`config.mk`:
```
export PLATFORM = sky130hd
export DESIGN_NAME = cds_clock_ctrl
export DESIGN_NICKNAME = d
export VERILOG_FILES = /design/src/include/cds_pkg.sv /design/src/design/cds_divider.sv /design/src/design/cds_gate.sv /design/src/design/cds_clock_ctrl.sv
export VERILOG_INCLUDE_DIRS = /design/src /design/src/include
export SDC_FILE = /design/constraint.sdc
export NUM_CORES = 1
export LEC_CHECK = 0
export BUFFER_PORTS_ARGS = -buffer_cell sky130_fd_sc_hd__buf_2
export CORE_MARGIN = 2
export CORE_UTILIZATION = 40
export CTS_CLUSTER_SIZE = 10
export DETAILED_ROUTE_END_ITERATION = 8
export PLACE_DENSITY = 0.63
export SYNTH_ARGS = -nofsm -noshare
export SYNTH_HDL_FRONTEND = slang
export SYNTH_HIERARCHICAL = 1
export SYNTH_SLANG_ARGS = --single-unit
```
`constraint.sdc`:
```
create_clock -name clk -period 2.2 [get_ports clk]
set_clock_uncertainty 0.1 [all_clocks]
set_input_delay 0.22 -clock clk [delete_from_list [all_inputs] [get_ports clk]]
set_output_delay 0.22 -clock clk [all_outputs]
set_load 0.01 [all_outputs]
```
`src/include/cds_cfg.svh`:
```
// Clock distribution and start-up constants
// Assumes a single 40 MHz system clock; oscillator events arrive as enables
`ifndef CDS_CFG_SVH
`define CDS_CFG_SVH
`define CDS_CLK_MHZ          40
`define CDS_REF_MHZ          8
`define CDS_PLL_MHZ          96
`define CDS_USB_DIV          2
`define CDS_SCI_MAX_MHZ      12
`define CDS_TOUT_NONE        0
`define CDS_TOUT_SHORT       512
`define CDS_TOUT_LONG        8192
`define CDS_SU_EXT           6
`define CDS_SU_RES_SHORT     258
`define CDS_SU_RES_LONG      1024
`define CDS_SU_XTAL          32768
`define CDS_EXTRA_CK         14
`define CDS_PLL_LOCK_CYCLES  64
`define CDS_PRR_W            8
`define CDS_PRR_USBD         0
`define CDS_PRR_USBH         1
`define CDS_PRR_SPI          2
`define CDS_PRR_SCI          3
`define CDS_DEF_HIGH_FUSE    1'b1
`define CDS_DEF_LOW_FUSES    2'h3
`define CDS_DEF_SUT          2'h3
`endif

```
`src/include/cds_pkg.sv`:
```
// Types shared by the clock distribution block
// Assumes cds_cfg.svh is compiled alongside
package cds_pkg;
   typedef enum logic [3:0] {
      CDS_ST_TIMEOUT = 4'h1,
      CDS_ST_STARTUP = 4'h2,
      CDS_ST_RUN     = 4'h4,
      CDS_ST_SLEEP   = 4'h8
   } cds_state_t;

   typedef struct packed {
      logic       source_select_high_fuse;
      logic [1:0] source_select_low_fuses;
      logic [1:0] startup_time_fuses;
   } cds_fuse_t;

   typedef struct packed {
      logic core;
      logic cpu;
      logic io;
      logic flash;
      logic nvm_write;
      logic async_timer;
      logic fast_serial;
      logic smartcard;
      logic usb_dev;
      logic usb_host;
   } cds_clk_en_t;
endpackage : cds_pkg

```
`src/design/cds_divider.sv`:
```
// Enable-pulse divider: emits one pulse per N input pulses
// Assumes pulse input is one cycle wide in the clk domain
`timescale 1ns/100ps
module cds_divider #(
   parameter int W = 8
) (
   // Clock and reset
   input  wire logic         clk,
   input  wire logic         sys_rst,
   // Pulse in and divisor
   input  wire logic         tick_in,
   input  wire logic [W-1:0] div_m1,
   // Divided pulse
   output logic              tick_out
);
   logic [W-1:0] cnt_q;

   always_ff @(posedge clk) begin
      if (sys_rst) begin
         cnt_q    <= '0;
         tick_out <= 1'b0;
      end else begin
         tick_out <= 1'b0;
         if (tick_in) begin
            if (cnt_q >= div_m1) begin
               cnt_q    <= '0;
               tick_out <= 1'b1;
            end else begin
               cnt_q <= cnt_q + 1'b1;
            end
         end
      end
   end
endmodule : cds_divider

```
`src/design/cds_gate.sv`:
```
// Glitch-free clock-enable gate: changes only between tick pulses
// Assumes enable request is synchronous to clk
`timescale 1ns/100ps
module cds_gate (
   // Clock and reset
   input  wire logic clk,
   input  wire logic sys_rst,
   // Source tick and request
   input  wire logic tick_in,
   input  wire logic en_req,
   // Gated tick and current state
   output logic      tick_out,
   output logic      en_q
);
   // Enable state is updated only in a cycle without a tick
   always_ff @(posedge clk) begin
      if (sys_rst) begin
         en_q     <= 1'b0;
         tick_out <= 1'b0;
      end else begin
         if (!tick_in) begin
            en_q <= en_req;
         end
         tick_out <= tick_in & en_q;
      end
   end
endmodule : cds_gate

```
`src/design/cds_clock_ctrl.sv`:
```
// Clock distribution and start-up sequencing top
// Assumes ref/rc/wdt/async oscillators arrive as one-cycle enable ticks
`timescale 1ns/100ps
`include "cds_cfg.svh"
// Function
// - PLL multiplies 8 MHz reference to 96 MHz
// - Core divider also clocks CPU, IO and flash
// - Halted CPU clock stops register file
// - Some external interrupts sensed asynchronously
// - Power reduction bits gate peripheral clocks
// - Flash read clock follows CPU clock
// - NVM write clock from RC oscillator
// - Async timer own domain, runs in sleep
// - Fast serial clock divided from root mux
// - Smartcard clock own divider, up to 12MHz
// - USB clock is PLL root mux divided by two
// - Clearing select returns root mux to external
// - Fuses decode crystal, resonator, external or reserved
// - Default fuses: crystal, longest start, timeout
// - Internal reset held for timeout after release
// - Timeout is 0, 512 or 8192 watchdog cycles
// - Ripple counter holds reset for start-up count
// - Reset uses both delays, wake only start-up
// - Select bit 1 routes PLL, 0 external
module cds_clock_ctrl
   import cds_pkg::*;
#(
   parameter int          CORE_DIV_W  = 8,
   parameter int          SPI_DIV_W   = 4,
   parameter int          SCI_DIV_W   = 4,
   parameter int unsigned TOUT_LONG   = `CDS_TOUT_LONG,
   parameter int unsigned SU_XTAL     = `CDS_SU_XTAL,
   parameter int unsigned PLL_LOCK    = `CDS_PLL_LOCK_CYCLES
) (
   // Clock and reset
   input  wire logic                   clk,
   input  wire logic                   sys_rst,
   // Oscillator ticks
   input  wire logic                   external_ref_tick,
   input  wire logic                   rc_osc_tick,
   input  wire logic                   wdt_osc_tick,
   input  wire logic                   async_osc_tick,
   // Fuses and reset sources
   input  wire cds_pkg::cds_fuse_t     fuses,
   input  wire logic                   ext_reset_active,
   input  wire logic                   wake_req,
   input  wire logic                   sleep_req,
   // Control bits
   input  wire logic                   pll_on,
   input  wire logic                   root_mux_select_bit,
   input  wire logic                   cpu_halt,
   input  wire logic [CORE_DIV_W-1:0]  core_div_m1,
   input  wire logic [SPI_DIV_W-1:0]   spi_div_m1,
   input  wire logic [SCI_DIV_W-1:0]   sci_div_m1,
   input  wire logic [`CDS_PRR_W-1:0]  power_reduction_reg_b,
   input  wire logic                   ext_int_async,
   // Status and clock enables
   output logic                        pll_lock_q,
   output logic                        root_on_pll_q,
   output logic                        internal_reset_q,
   output logic                        fuse_reserved_q,
   output logic                        ext_int_pending_q,
   output cds_pkg::cds_clk_en_t        clk_ticks_q
);
   import cds_pkg::*;

   cds_state_t                 state_q;
   logic [15:0]                tout_cnt_q;
   logic [15:0]                su_cnt_q;
   logic [15:0]                tout_target;
   logic [15:0]                su_target;
   logic [7:0]                 pll_cnt_q;
   logic [3:0]                 pll_phase_q;
   logic                       pll_tick_q;
   logic                       root_tick;
   logic                       core_tick;
   logic                       spi_tick;
   logic                       sci_tick;
   logic                       usb_half_q;
   logic                       usb_tick_q;
   logic                       run;
   logic                       g_spi;
   logic                       g_sci;
   logic                       g_usbd;
   logic                       g_usbh;
   logic                       sci_en_q;

   // Start-up counts from fuses
   always_comb begin
      case (fuses.startup_time_fuses)
         2'h0:    tout_target = 16'(`CDS_TOUT_NONE);
         2'h1:    tout_target = 16'(`CDS_TOUT_SHORT);
         default: tout_target = 16'(TOUT_LONG);
      endcase
      if (!fuses.source_select_high_fuse) begin
         su_target = 16'(`CDS_SU_EXT);
      end else if (fuses.source_select_low_fuses[0]) begin
         su_target = 16'(SU_XTAL);
      end else begin
         su_target = 16'(`CDS_SU_RES_LONG);
      end
   end

   always_ff @(posedge clk) begin
      if (sys_rst) begin
         fuse_reserved_q <= 1'b0;
      end else begin
         fuse_reserved_q <= !fuses.source_select_high_fuse &&
                            fuses.source_select_low_fuses[1];
      end
   end

   // Start-up sequencer
   always_ff @(posedge clk) begin
      if (sys_rst || ext_reset_active) begin
         state_q    <= CDS_ST_TIMEOUT;
         tout_cnt_q <= '0;
         su_cnt_q   <= '0;
      end else begin
         case (state_q)
            CDS_ST_TIMEOUT: begin
               if (tout_cnt_q >= tout_target) begin
                  state_q <= CDS_ST_STARTUP;
               end else if (wdt_osc_tick) begin
                  tout_cnt_q <= tout_cnt_q + 16'h0001;
               end
            end
            CDS_ST_STARTUP: begin
               if (su_cnt_q >= su_target) begin
                  state_q <= CDS_ST_RUN;
               end else if (external_ref_tick) begin
                  su_cnt_q <= su_cnt_q + 16'h0001;
               end
            end
            CDS_ST_RUN: begin
               if (sleep_req) begin
                  state_q <= CDS_ST_SLEEP;
               end
            end
            CDS_ST_SLEEP: begin
               if (wake_req) begin
                  su_cnt_q <= '0;
                  state_q  <= CDS_ST_STARTUP;
               end
            end
            default: state_q <= CDS_ST_TIMEOUT;
         endcase
      end
   end

   assign run = (state_q == CDS_ST_RUN);

   always_ff @(posedge clk) begin
      if (sys_rst) begin
         internal_reset_q <= 1'b1;
      end else begin
         internal_reset_q <= !(run || state_q == CDS_ST_SLEEP);
      end
   end

   // PLL model: lock after a count, 12 output ticks per reference tick
   always_ff @(posedge clk) begin
      if (sys_rst || !pll_on) begin
         pll_cnt_q  <= '0;
         pll_lock_q <= 1'b0;
      end else if (external_ref_tick && !pll_lock_q) begin
         if (pll_cnt_q >= 8'(PLL_LOCK - 1)) begin
            pll_lock_q <= 1'b1;
         end
         pll_cnt_q <= pll_cnt_q + 8'h01;
      end
   end

   // Rate ratio 96/8 = 12 ticks; one tick per clk stands in for the burst
   always_ff @(posedge clk) begin
      if (sys_rst || !pll_lock_q) begin
         pll_phase_q <= '0;
         pll_tick_q  <= 1'b0;
      end else begin
         pll_tick_q <= 1'b0;
         if (external_ref_tick) begin
            pll_phase_q <= 4'(`CDS_PLL_MHZ / `CDS_REF_MHZ);
         end else if (pll_phase_q != 4'h0) begin
            pll_phase_q <= pll_phase_q - 4'h1;
            pll_tick_q  <= 1'b1;
         end
      end
   end

   // Root mux: switch only while neither source ticks, never unlocked
   always_ff @(posedge clk) begin
      if (sys_rst) begin
         root_on_pll_q <= 1'b0;
      end else if (!root_mux_select_bit || !pll_lock_q) begin
         if (!external_ref_tick && !pll_tick_q) begin
            root_on_pll_q <= 1'b0;
         end
      end else if (!external_ref_tick && !pll_tick_q) begin
         root_on_pll_q <= 1'b1;
      end
   end

   assign root_tick = root_on_pll_q ? pll_tick_q : external_ref_tick;

   cds_divider #(.W(CORE_DIV_W)) u_core_div (
      .clk      (clk),
      .sys_rst  (sys_rst),
      .tick_in  (root_tick),
      .div_m1   (core_div_m1),
      .tick_out (core_tick)
   );

   cds_divider #(.W(SPI_DIV_W)) u_spi_div (
      .clk      (clk),
      .sys_rst  (sys_rst),
      .tick_in  (root_tick),
      .div_m1   (spi_div_m1),
      .tick_out (spi_tick)
   );

   cds_divider #(.W(SCI_DIV_W)) u_sci_div (
      .clk      (clk),
      .sys_rst  (sys_rst),
      .tick_in  (root_tick),
      .div_m1   (sci_div_m1),
      .tick_out (sci_tick)
   );

   // USB divide by two, only on PLL
   always_ff @(posedge clk) begin
      if (sys_rst || !root_on_pll_q) begin
         usb_half_q <= 1'b0;
         usb_tick_q <= 1'b0;
      end else begin
         usb_tick_q <= 1'b0;
         if (root_tick) begin
            usb_half_q <= ~usb_half_q;
            usb_tick_q <= usb_half_q;
         end
      end
   end

   cds_gate u_gate_spi (
      .clk      (clk),
      .sys_rst  (sys_rst),
      .tick_in  (spi_tick),
      .en_req   (run && !power_reduction_reg_b[`CDS_PRR_SPI]),
      .tick_out (g_spi),
      .en_q     ()
   );

   cds_gate u_gate_sci (
      .clk      (clk),
      .sys_rst  (sys_rst),
      .tick_in  (sci_tick),
      .en_req   (run && !power_reduction_reg_b[`CDS_PRR_SCI]),
      .tick_out (g_sci),
      .en_q     (sci_en_q)
   );

   cds_gate u_gate_usbd (
      .clk      (clk),
      .sys_rst  (sys_rst),
      .tick_in  (usb_tick_q),
      .en_req   (run && !power_reduction_reg_b[`CDS_PRR_USBD]),
      .tick_out (g_usbd),
      .en_q     ()
   );

   cds_gate u_gate_usbh (
      .clk      (clk),
      .sys_rst  (sys_rst),
      .tick_in  (usb_tick_q),
      .en_req   (run && !power_reduction_reg_b[`CDS_PRR_USBH]),
      .tick_out (g_usbh),
      .en_q     ()
   );

   // Clock tick outputs
   always_ff @(posedge clk) begin
      if (sys_rst) begin
         clk_ticks_q <= '0;
      end else begin
         clk_ticks_q.core        <= core_tick && run;
         clk_ticks_q.cpu         <= core_tick && run && !cpu_halt;
         clk_ticks_q.io          <= core_tick && run;
         clk_ticks_q.flash       <= core_tick && run && !cpu_halt;
         clk_ticks_q.nvm_write   <= rc_osc_tick && !internal_reset_q;
         clk_ticks_q.async_timer <= async_osc_tick && !internal_reset_q;
         clk_ticks_q.fast_serial <= g_spi;
         clk_ticks_q.smartcard   <= g_sci;
         clk_ticks_q.usb_dev     <= g_usbd;
         clk_ticks_q.usb_host    <= g_usbh;
      end
   end

   // External interrupt sensed without the I/O clock tick
   always_ff @(posedge clk) begin
      if (sys_rst) begin
         ext_int_pending_q <= 1'b0;
      end else if (ext_int_async) begin
         ext_int_pending_q <= 1'b1;
      end else if (clk_ticks_q.io) begin
         ext_int_pending_q <= 1'b0;
      end
   end
endmodule : cds_clock_ctrl

```
======== Word-level counts from Yosys, hierarchy flattened ========
Index checks and enable logic that the tools add are counted.
Widths: inputs -> output; s select.
storage, ports and cells
  output and inout port bits .............. 15
  register bits ........................... 91
  word-level logic and storage cells ...... 137
  bits of input ports ..................... 42
operators by class
  eq/ne operators ......................... 11
  multiplexer cells ....................... 27
  add/subtract/negate cells ............... 7
  bitwise gates (word level) .............. 7
  $lt $le $gt $ge ......................... 6
  reductions and logical operators ........ 43
operator list
  operator               count
  $mux 16                5
  $add 16x1->16 const B  2
  $ge 16x16->1           2
  $mux 4                 8
  $pmux 16 s2            1
  $pmux 14 s2            1
  $add 8x1->8 const B    2
  $pmux 4 s4             1
  $logic_not 1->1        14
  $ne 2x2->1 const B     6
  $logic_and 1x1->1      11
  $mux 1                 10
  $add 4x1->4 const B    2
  $ge 4x4->1             2
  $ge 8x6->1 const B     1
  $ge 8x8->1             1
  $mux 8                 1
  $reduce_and 4->1       2
  $logic_or 1x1->1       6
  $reduce_bool 2->1      3
  $reduce_or 2->1        3
  $and 1x1->1            4
  $eq 4x1->1 const B     1
  $eq 4x2->1 const B     1
  9 further kinds        11

======== Longest topological paths before layout ========
Gate-level depths: netlist (run 1).
  word-level depth ........................ 5
  mapped depth ............................ 10
  depth with buffers taken out ............ 8

======== Modules after synthesis ========
Netlist (run 1), hierarchy kept.
by module, submodules not included
  module                        instances  sequential area each (um^2)  cells an instance  area each (um^2)
  cds_clock_ctrl                1          1,281.2                      351                3,059.2
  cds_divider at u_sci_div ...  2          100.1                        36                 342.8
  cds_divider at u_core_div     1          180.2                        64                 610.6
  cds_gate                      4          40.0                         6                  62.6

======== Worst setup path before layout (run 1) ========
Ideal clock, no wire load.
  path kind ............................... flip-flop to flip-flop
  start point ............................. reg su_cnt_q[11]
  end point ............................... reg su_cnt_q[11]
  required time ........................... 2.030 ns
  data arrival time ....................... 1.978 ns
  clock period less this slack ............ 2.149 ns
  path slack .............................. 0.051 ns
  stages on the path, launching flop included .. 8
  path buffers ............................ 1
  library setup time ...................... 0.070 ns
  cell sequence ........................... dfxtp_1 -> or4_4 -> o21ai_2 -> a41o_2 -> nand3_4 -> buf_6 -> or4_1 -> a21oi_1
on the way
  longest elaborated chain between the ends .. 4
  elaborated cells between the ends (all ways) .. 7
  those cells by class .................... add/sub: 1; order compare: 1; eq/ne: 1; mux: 3; reduce/logical: 1
RTL lines
  element                   line                   source
  start: declaration        cds_clock_ctrl.sv:69   logic [15:0] su_cnt_q;
  start signal: assignment  cds_clock_ctrl.sv:132  su_cnt_q <= su_cnt_q + 16'h0001;
  $add 16x1->16             cds_clock_ctrl.sv:132
  $mux 16                   cds_clock_ctrl.sv:131  end else if (external_ref_tick) begin
  $mux 16                   cds_clock_ctrl.sv:129  if (su_cnt_q >= su_target) begin
  $pmux 16 s2               cds_clock_ctrl.sv:120  case (state_q)
Several ways; a longest one is shown, not always the timed one. The select of a mux whose other input is x is not followed.
A chain may end at the register's enable or synchronous reset.

======== Final worst setup path (run 1) ========
  start point ............................. reg su_cnt_q[11]
  end point ............................... reg su_cnt_q[12]
Same word-level chain as after synthesis.

==> results of run 1 <==
==> power by group <==
group / switching [mW] / internal (mW)
Combinational: 0.143 / 0.135
Clock: 0.665 / 0.808
Sequential: 0.0168 / 1.67
Total: 0.825 / 2.61
==> per-stage QoR <==
stage	total power, mW	setup slack [ns]
finish	3.434	-0.1009
global route	3.569	-0.1643
CTS	3.468	-0.08391
detailed placement	1.986	-0.1817
global placement	1.976	-0.09948
floorplan	1.890	0.05149
==> final timing paths <==
path              slack [ns]  cells past startpoint             end
setup / recovery       -0.10                      6    su_cnt_q[12]
hold / removal          0.04                      2  clk_ticks_q[4]
setup reg to reg       -0.10                      6    su_cnt_q[12]
hold reg to reg         0.33                      2  tout_cnt_q[15]
==> sequential cells by signal (all words and copies together), names as in the netlist, 4 cells and up <==
name              cells
u_core_div/cnt_q      8
state_q               4
pll_cnt_q             8
tout_cnt_q           16
su_cnt_q             16
clk_ticks_q           8
u_sci_div/cnt_q       4
pll_phase_q           4
u_spi_div/cnt_q       4
==> layout make-up <==
type,count,share of cell area [%]
clock buffers,10,4.278
clock inverters,6,0.8735
inverters,37,2.486
multi-input cells,366,46.94
flip-flops and latches,91,32.63
well taps,143,3.203
repair buffers,88,9.586
==> critical path: stages, from the launching register on <==
cell and delay (ns):
dfxtp_2 0.32, or4_4 0.57, o21ai_4 0.17, a41o_4 0.27, nand3_4 0.12, or4_1 0.54
a21oi_1 0.14
==> synth_stat cells, types with 2 or more instances <==
cell | count | share of area (%)
xnor2_1 | 12 | 2.3
nand2b_4 | 2 | 0.60
nand3b_1 | 2 | 0.33
o21ai_2 | 2 | 0.38
buf_1 | 2 | 0.16
nor4_1 | 3 | 0.41
nor2_1 | 45 | 3.7
buf_6 | 2 | 0.49
o21ai_0 | 9 | 0.98
xor2_1 | 12 | 2.3
nand3_1 | 14 | 1.5
nor3_2 | 8 | 1.7
o21a_1 | 2 | 0.33
a21oi_2 | 4 | 0.76
a21oi_1 | 37 | 4.0
buf_2 | 3 | 0.33
or3_1 | 14 | 1.9
nor3_1 | 10 | 1.1
ha_1 | 31 | 8.4
buf_4 | 2 | 0.33
inv_1 | 37 | 3.0
nand2_1 | 27 | 2.2
or4_1 | 12 | 2.0
nand2b_1 | 17 | 2.3
o21ai_1 | 7 | 0.76
o31ai_1 | 12 | 2.0
clkbuf_1 | 10 | 0.82
or2_1 | 2 | 0.27
nor3b_1 | 9 | 1.5
o211ai_1 | 6 | 0.98
nor4b_2 | 2 | 0.65
a211oi_2 | 2 | 0.54
and2_1 | 3 | 0.41
nor2b_1 | 11 | 1.5
dfxtp_1 | 91 | 40
a2111oi_4 | 2 | 1.2
o22ai_1 | 2 | 0.27
nand4_1 | 13 | 1.8
and3_1 | 2 | 0.27
nor4b_1 | 4 | 0.76
a21o_1 | 3 | 0.49
mux2i_1 | 3 | 0.65
==> cells in the final DEF (no fill, tap or decap), types with 10 or more instances in the layout <==
master / Yosys / layout
inv_1: 37 / 37
ha_1: 31 / 31
buf_4: 2 / 34
buf_2: 3 / 52
nor3_1: 10 / 10
or3_1: 14 / 13
dfxtp_1: 91 / 90
nand2_1: 27 / 27
nand4_1: 13 / 13
xor2_1: 12 / 12
o31ai_1: 12 / 12
nor2_1: 45 / 45
nor2b_1: 11 / 11
or4_1: 12 / 11
a21oi_1: 37 / 37
xnor2_1: 12 / 12
nand3_1: 14 / 14
nand2b_1: 17 / 17
==> layer usage <==
layer	up-vias	wire length, µm	part of all wire, %	track usage, %
met2	63	4646	48	27.11
met5	-	0	0	0
li1	1973	-	-	-
met3	11	362	3.8	3.718
met4	0	140	1.5	5.514
met1	1729	4469	46	20.61
==> logic make-up (layout without fill, tap and decap cells) <==
logic type / after synthesis / in the layout / share of synthesized area, %
adders and majority gates: 31 / 31 / 8.422
buffers and inverters: 56 / 141 / 5.134
and+or+nand+nor: 209 / 211 / 27.17
AOI/OAI and AO/OA: 96 / 96 / 14.26
muxes: 4 / 4 / 0.8965
xor gates and xnor gates: 24 / 24 / 4.564
DFF: 91 / 91 / 39.55
==> what timing repair did <==
action                                  in CTS  in global routing
cloned                                       2                  0
endpoints found under the hold margin        2                  0
gates resized for setup                      4                  6
hold buffers                                 2                  0
endpoints found under the setup margin      19                 20
pin swaps                                    6                  4
buffers inserted                             3                  2
==> flow_summary.ini, run 1 <==
[floorplan]
start_util_pct = 40.68
io_pins = 57
die_w_um = 111.3
die_area_um2 = 12390
fp.coreArea_um2 = 11320
die_y_um = 111.3
rows = 39

[synthesis]
ys_seq_area_share_pct = 39.55
avgSynthCellArea_um2 = 9.013
async_reset_ff_share_pct = 0
ys_seq_elements = 91
yosys_most_used_dff = dfxtp_1
yosysUniqueCellTypes = 60
yosysWarnings = 6
netlist_instances = 511
netlist_area_um2 = 4606
synth-edff-count = 0
synth_nets = 584

[min_path]
hold_start = async_osc_tick
hold_path_class = primary input to flop

[sta]
tns_ns = -0.8086
fmax_ghz = 0.4346
hold_viol = 0
setup_viol = 13
rsz0062_at_grt = true
maxSlewHeadroom_pct = 65.40
worst_slack_ns = -0.1009
holdWs_ns = 0.04149
fin_crit_sh_pct = 104.6
layout_min_cycle_time_ns = 2.301
maxSlewViolCount = 0
worstMarginPinSlew_ns = 0.5175

[route]
drt_pass1_iterations = 4
wl_mm = 9.618
routed_via_density = 5.096
vias = 3776
wl_per_cell_um = 12.98
final_antenna_net_count = 0
first_iter_violations = 151
drc = 0

[cells_and_area]
drive_above_1_share_pct = 23.24
stdcell_area_um2 = 5587
n_antenna_cell = 0
post-route-util_pct = 49.35
nFillCells = 1064
nets = 666
final_cells = 741
multiInputGateArea_um2 = 2623
syn_to_final_growth_pct = 21.30
regArea_um2 = 1823

[clock_tree]
cts_buffers = 9
clkLatencyLatePin_ns = 0.34
cts_root_buf = clkbuf_16
clock_path_buffers = 2
htree_levels = 3
clkSinkCount = 91
cts_tree = done
clk_pin_slew_ns = 0.07

[setup_path]
arrival_ns = 2.47
crit_path_max_fanout = 7
worstPathRequired_ns = 2.37
crit_path_start = su_cnt_q[11]
worst_setup_path_start_kind = flop
timing.rr.start = su_cnt_q[11]
path_class = flop to flop
end_kind = flop

[place]
placed_area_um2 = 5165
routabilityCongestion = 0.7565
dp_hpwl_mm = 6.748
dp_cells = 716
portBuffers = 52

[grt]
grt.total_usage_pct = 16.18
overflow = 0
grt_max_degree = 43
grt_pass1_wl_mm = 16.78
grt_pass1_vias = 3695
antenna_found_initial = 0

[power_and_ir_drop]
power_leakage_nw = 2.189
power_density_nw_per_um2 = 614.7
max-vdd-ir-drop_uv = 408.2

[run]
drv_cap = 0

[status]
violations = setup timing
outcome = finished, violations left
Note: power is estimated with default switching activity, not from simulation.
==> inputs of run 2 (changes only) <==
--- a/config.mk
+++ b/config.mk
@@ -11,7 +11,7 @@
 export CORE_UTILIZATION = 40
 export CTS_CLUSTER_SIZE = 10
 export DETAILED_ROUTE_END_ITERATION = 8
-export PLACE_DENSITY = 0.63
+export PLACE_DENSITY = 0.7
 export SYNTH_ARGS = -nofsm -noshare
 export SYNTH_HDL_FRONTEND = slang
 export SYNTH_HIERARCHICAL = 1
==> run 2 against run 1 <==
Effect of this change:
- the flow still finishes with violations (setup timing)
- count of clock-buffer cells in the layout rose by 1
- global-route usage up 0.73 points
- cell count is 0.54% lower
- via count grew 3.7%
- sequential share of layout area increased by 0.060 points
- first-iteration DRC count increased by 23%
- largest cell class unchanged
- cell area is essentially flat
- setup slack worse by 0.012 ns
- hold slack lost 0.0014 ns
- die area stayed put
- combinational power barely moved
==> flow_summary.ini, run 2 (synthesis gave the netlist of run 1 again) <==
[status]
outcome = finished, violations left
violations = setup timing

[clock_tree]
cts_buffers = 9
clk_pin_slew_ns = 0.06
htree_levels = 3
cts_root_buf = clkbuf_16
cts_tree = done
clock_path_buffers = 2
clkSinkCount = 91
clkLatencyLatePin_ns = 0.34

[setup_path]
arrival_ns = 2.48
worst_setup_path_start_kind = flop
crit_path_max_fanout = 6
end_kind = flop
worstPathRequired_ns = 2.36
path_class = flop to flop

[route]
final_antenna_net_count = 0
first_iter_violations = 185
wl_per_cell_um = 13.76
drt_pass1_iterations = 4
routed_via_density = 5.315
wl_mm = 10.14
drc = 0
vias = 3917

[place]
dp_cells = 708
routabilityCongestion = 0.8056
dp_hpwl_mm = 6.787
placed_area_um2 = 5105
place_ws_ns = -0.1382
portBuffers = 52

[floorplan]
start_util_pct = 40.68
die_w_um = 111.3
io_pins = 57
fp.coreArea_um2 = 11320
rows = 39
die_area_um2 = 12390
die_y_um = 111.3

[grt]
grt_max_degree = 43
grt_pass1_vias = 3866
grt_pass1_wl_mm = 17.44
grt.total_usage_pct = 16.91
overflow = 0
antenna_found_initial = 0

[sta]
fin_crit_sh_pct = 105.1
worstMarginPinSlew_ns = 0.6213
rsz0062_at_grt = true
maxSlewHeadroom_pct = 58.47
layout_min_cycle_time_ns = 2.313
hold_viol = 0
maxSlewViolCount = 0
setup_viol = 13
fmax_ghz = 0.4323
worst_slack_ns = -0.1130

[min_path]
hold_path_class = primary input to flop

[cells_and_area]
layout_common_cells = dfxtp_1, buf_2, nor2_1
reg_top3 = su_cnt_q x16, tout_cnt_q x16
drive_above_1_share_pct = 23.95
final_common_cell = dfxtp_1
nets = 662
stdcell_area_um2 = 5592
final_cells = 737
syn_to_final_growth_pct = 21.41
post-route-util_pct = 49.39

[power_and_ir_drop]
power_leakage_nw = 2.174
p_comb_share_pct = 8.0
clockPowerShare_pct = 43.3
max-vdd-ir-drop_uv = 426.3
power_density_nw_per_um2 = 618.7
p_switching_uw = 784.4
switching_share_pct = 22.67
p_int_mw = 2.675
sequentialPowerShare_pct = 48.7

[run]
drv_cap = 0
## run 2: cell types whose count changed in the layout (fill, tap and decap cells not counted), sizes merged
cell / before / now
inv: 39 / 37
bufinv: 0 / 1
diode: 0 / 1
buf: 86 / 82
clkinvlp: 2 / 0
clkinv: 2 / 3
clkbuf: 10 / 11
## run 2: per-stage QoR
stage | power [mW] | TNS [ns] | hold WS, ns
after global placement | 1.972 | -0.5121 | 0.2802
after CTS | 3.504 | -0.6042 | 0.02791
after floorplan | 1.890 | 0 | 0.1824
after global routing | 3.594 | -1.930 | 0.03792
after detailed placement | 1.983 | -1.672 | 0.2853
final | 3.460 | -0.9482 | 0.04011
## run 2: critical path: stages (launching register included)
cell,delay (ns)
dfxtp_2,0.33
or4_4,0.56
o21ai_4,0.16
a41o_4,0.28
nand3_4,0.13
or4_4,0.56
a21oi_2,0.12
## run 2: layout make-up
cell class	count	area, µm²
timing repair buffer	84	513.0
inverter	37	138.9
clock inverter	4	52.55
fill	1062	5729
clock buffer	11	232.7
multi-input combinational	366	2645
tap	143	178.9
sequential	91	1828
antenna	1	2.502
## run 2: worst paths after layout
path | depth (start not counted) | start | end | slack, ns
worst max-delay path | 6 | su_cnt_q[12] | su_cnt_q[8] | -0.11
worst min-delay path | 2 | fuses[3] | fuse_reserved_q | 0.04
worst max register to register | 6 | su_cnt_q[12] | su_cnt_q[8] | -0.11
worst min register to register | 2 | tout_cnt_q[15] | tout_cnt_q[15] | 0.33
## run 2: timing repair
item	in CTS	in global routing
endpoints found under the setup margin	15	19
gates cloned	2	0
pin swaps	12	8
hold buffers	2	0
setup buffers	6	3
gates resized for setup	8	13
hold endpoints to repair	2	0
## run 2: routing by layer
metal	part of all wire [%]	up-vias	GRT usage (%)	wire, µm
met5	0	-	0	0
met4	1.6	0	6.584	160
met3	5.6	13	3.609	573
met2	50	98	29.76	5092
met1	43	1837	20.19	4317
li1	-	1969	-	-
## run 2: power groups by stage
| stage | clock network, mW | logic (mW) | registers (mW) |
|---|---|---|---|
| after detailed placement | 0 | 0.260 | 1.72 |
| final | 1.50 | 0.276 | 1.69 |
| after global placement | 0 | 0.250 | 1.72 |
| after CTS | 1.54 | 0.274 | 1.69 |
| after floorplan | 0 | 0.171 | 1.72 |
| after global routing | 1.60 | 0.308 | 1.69 |
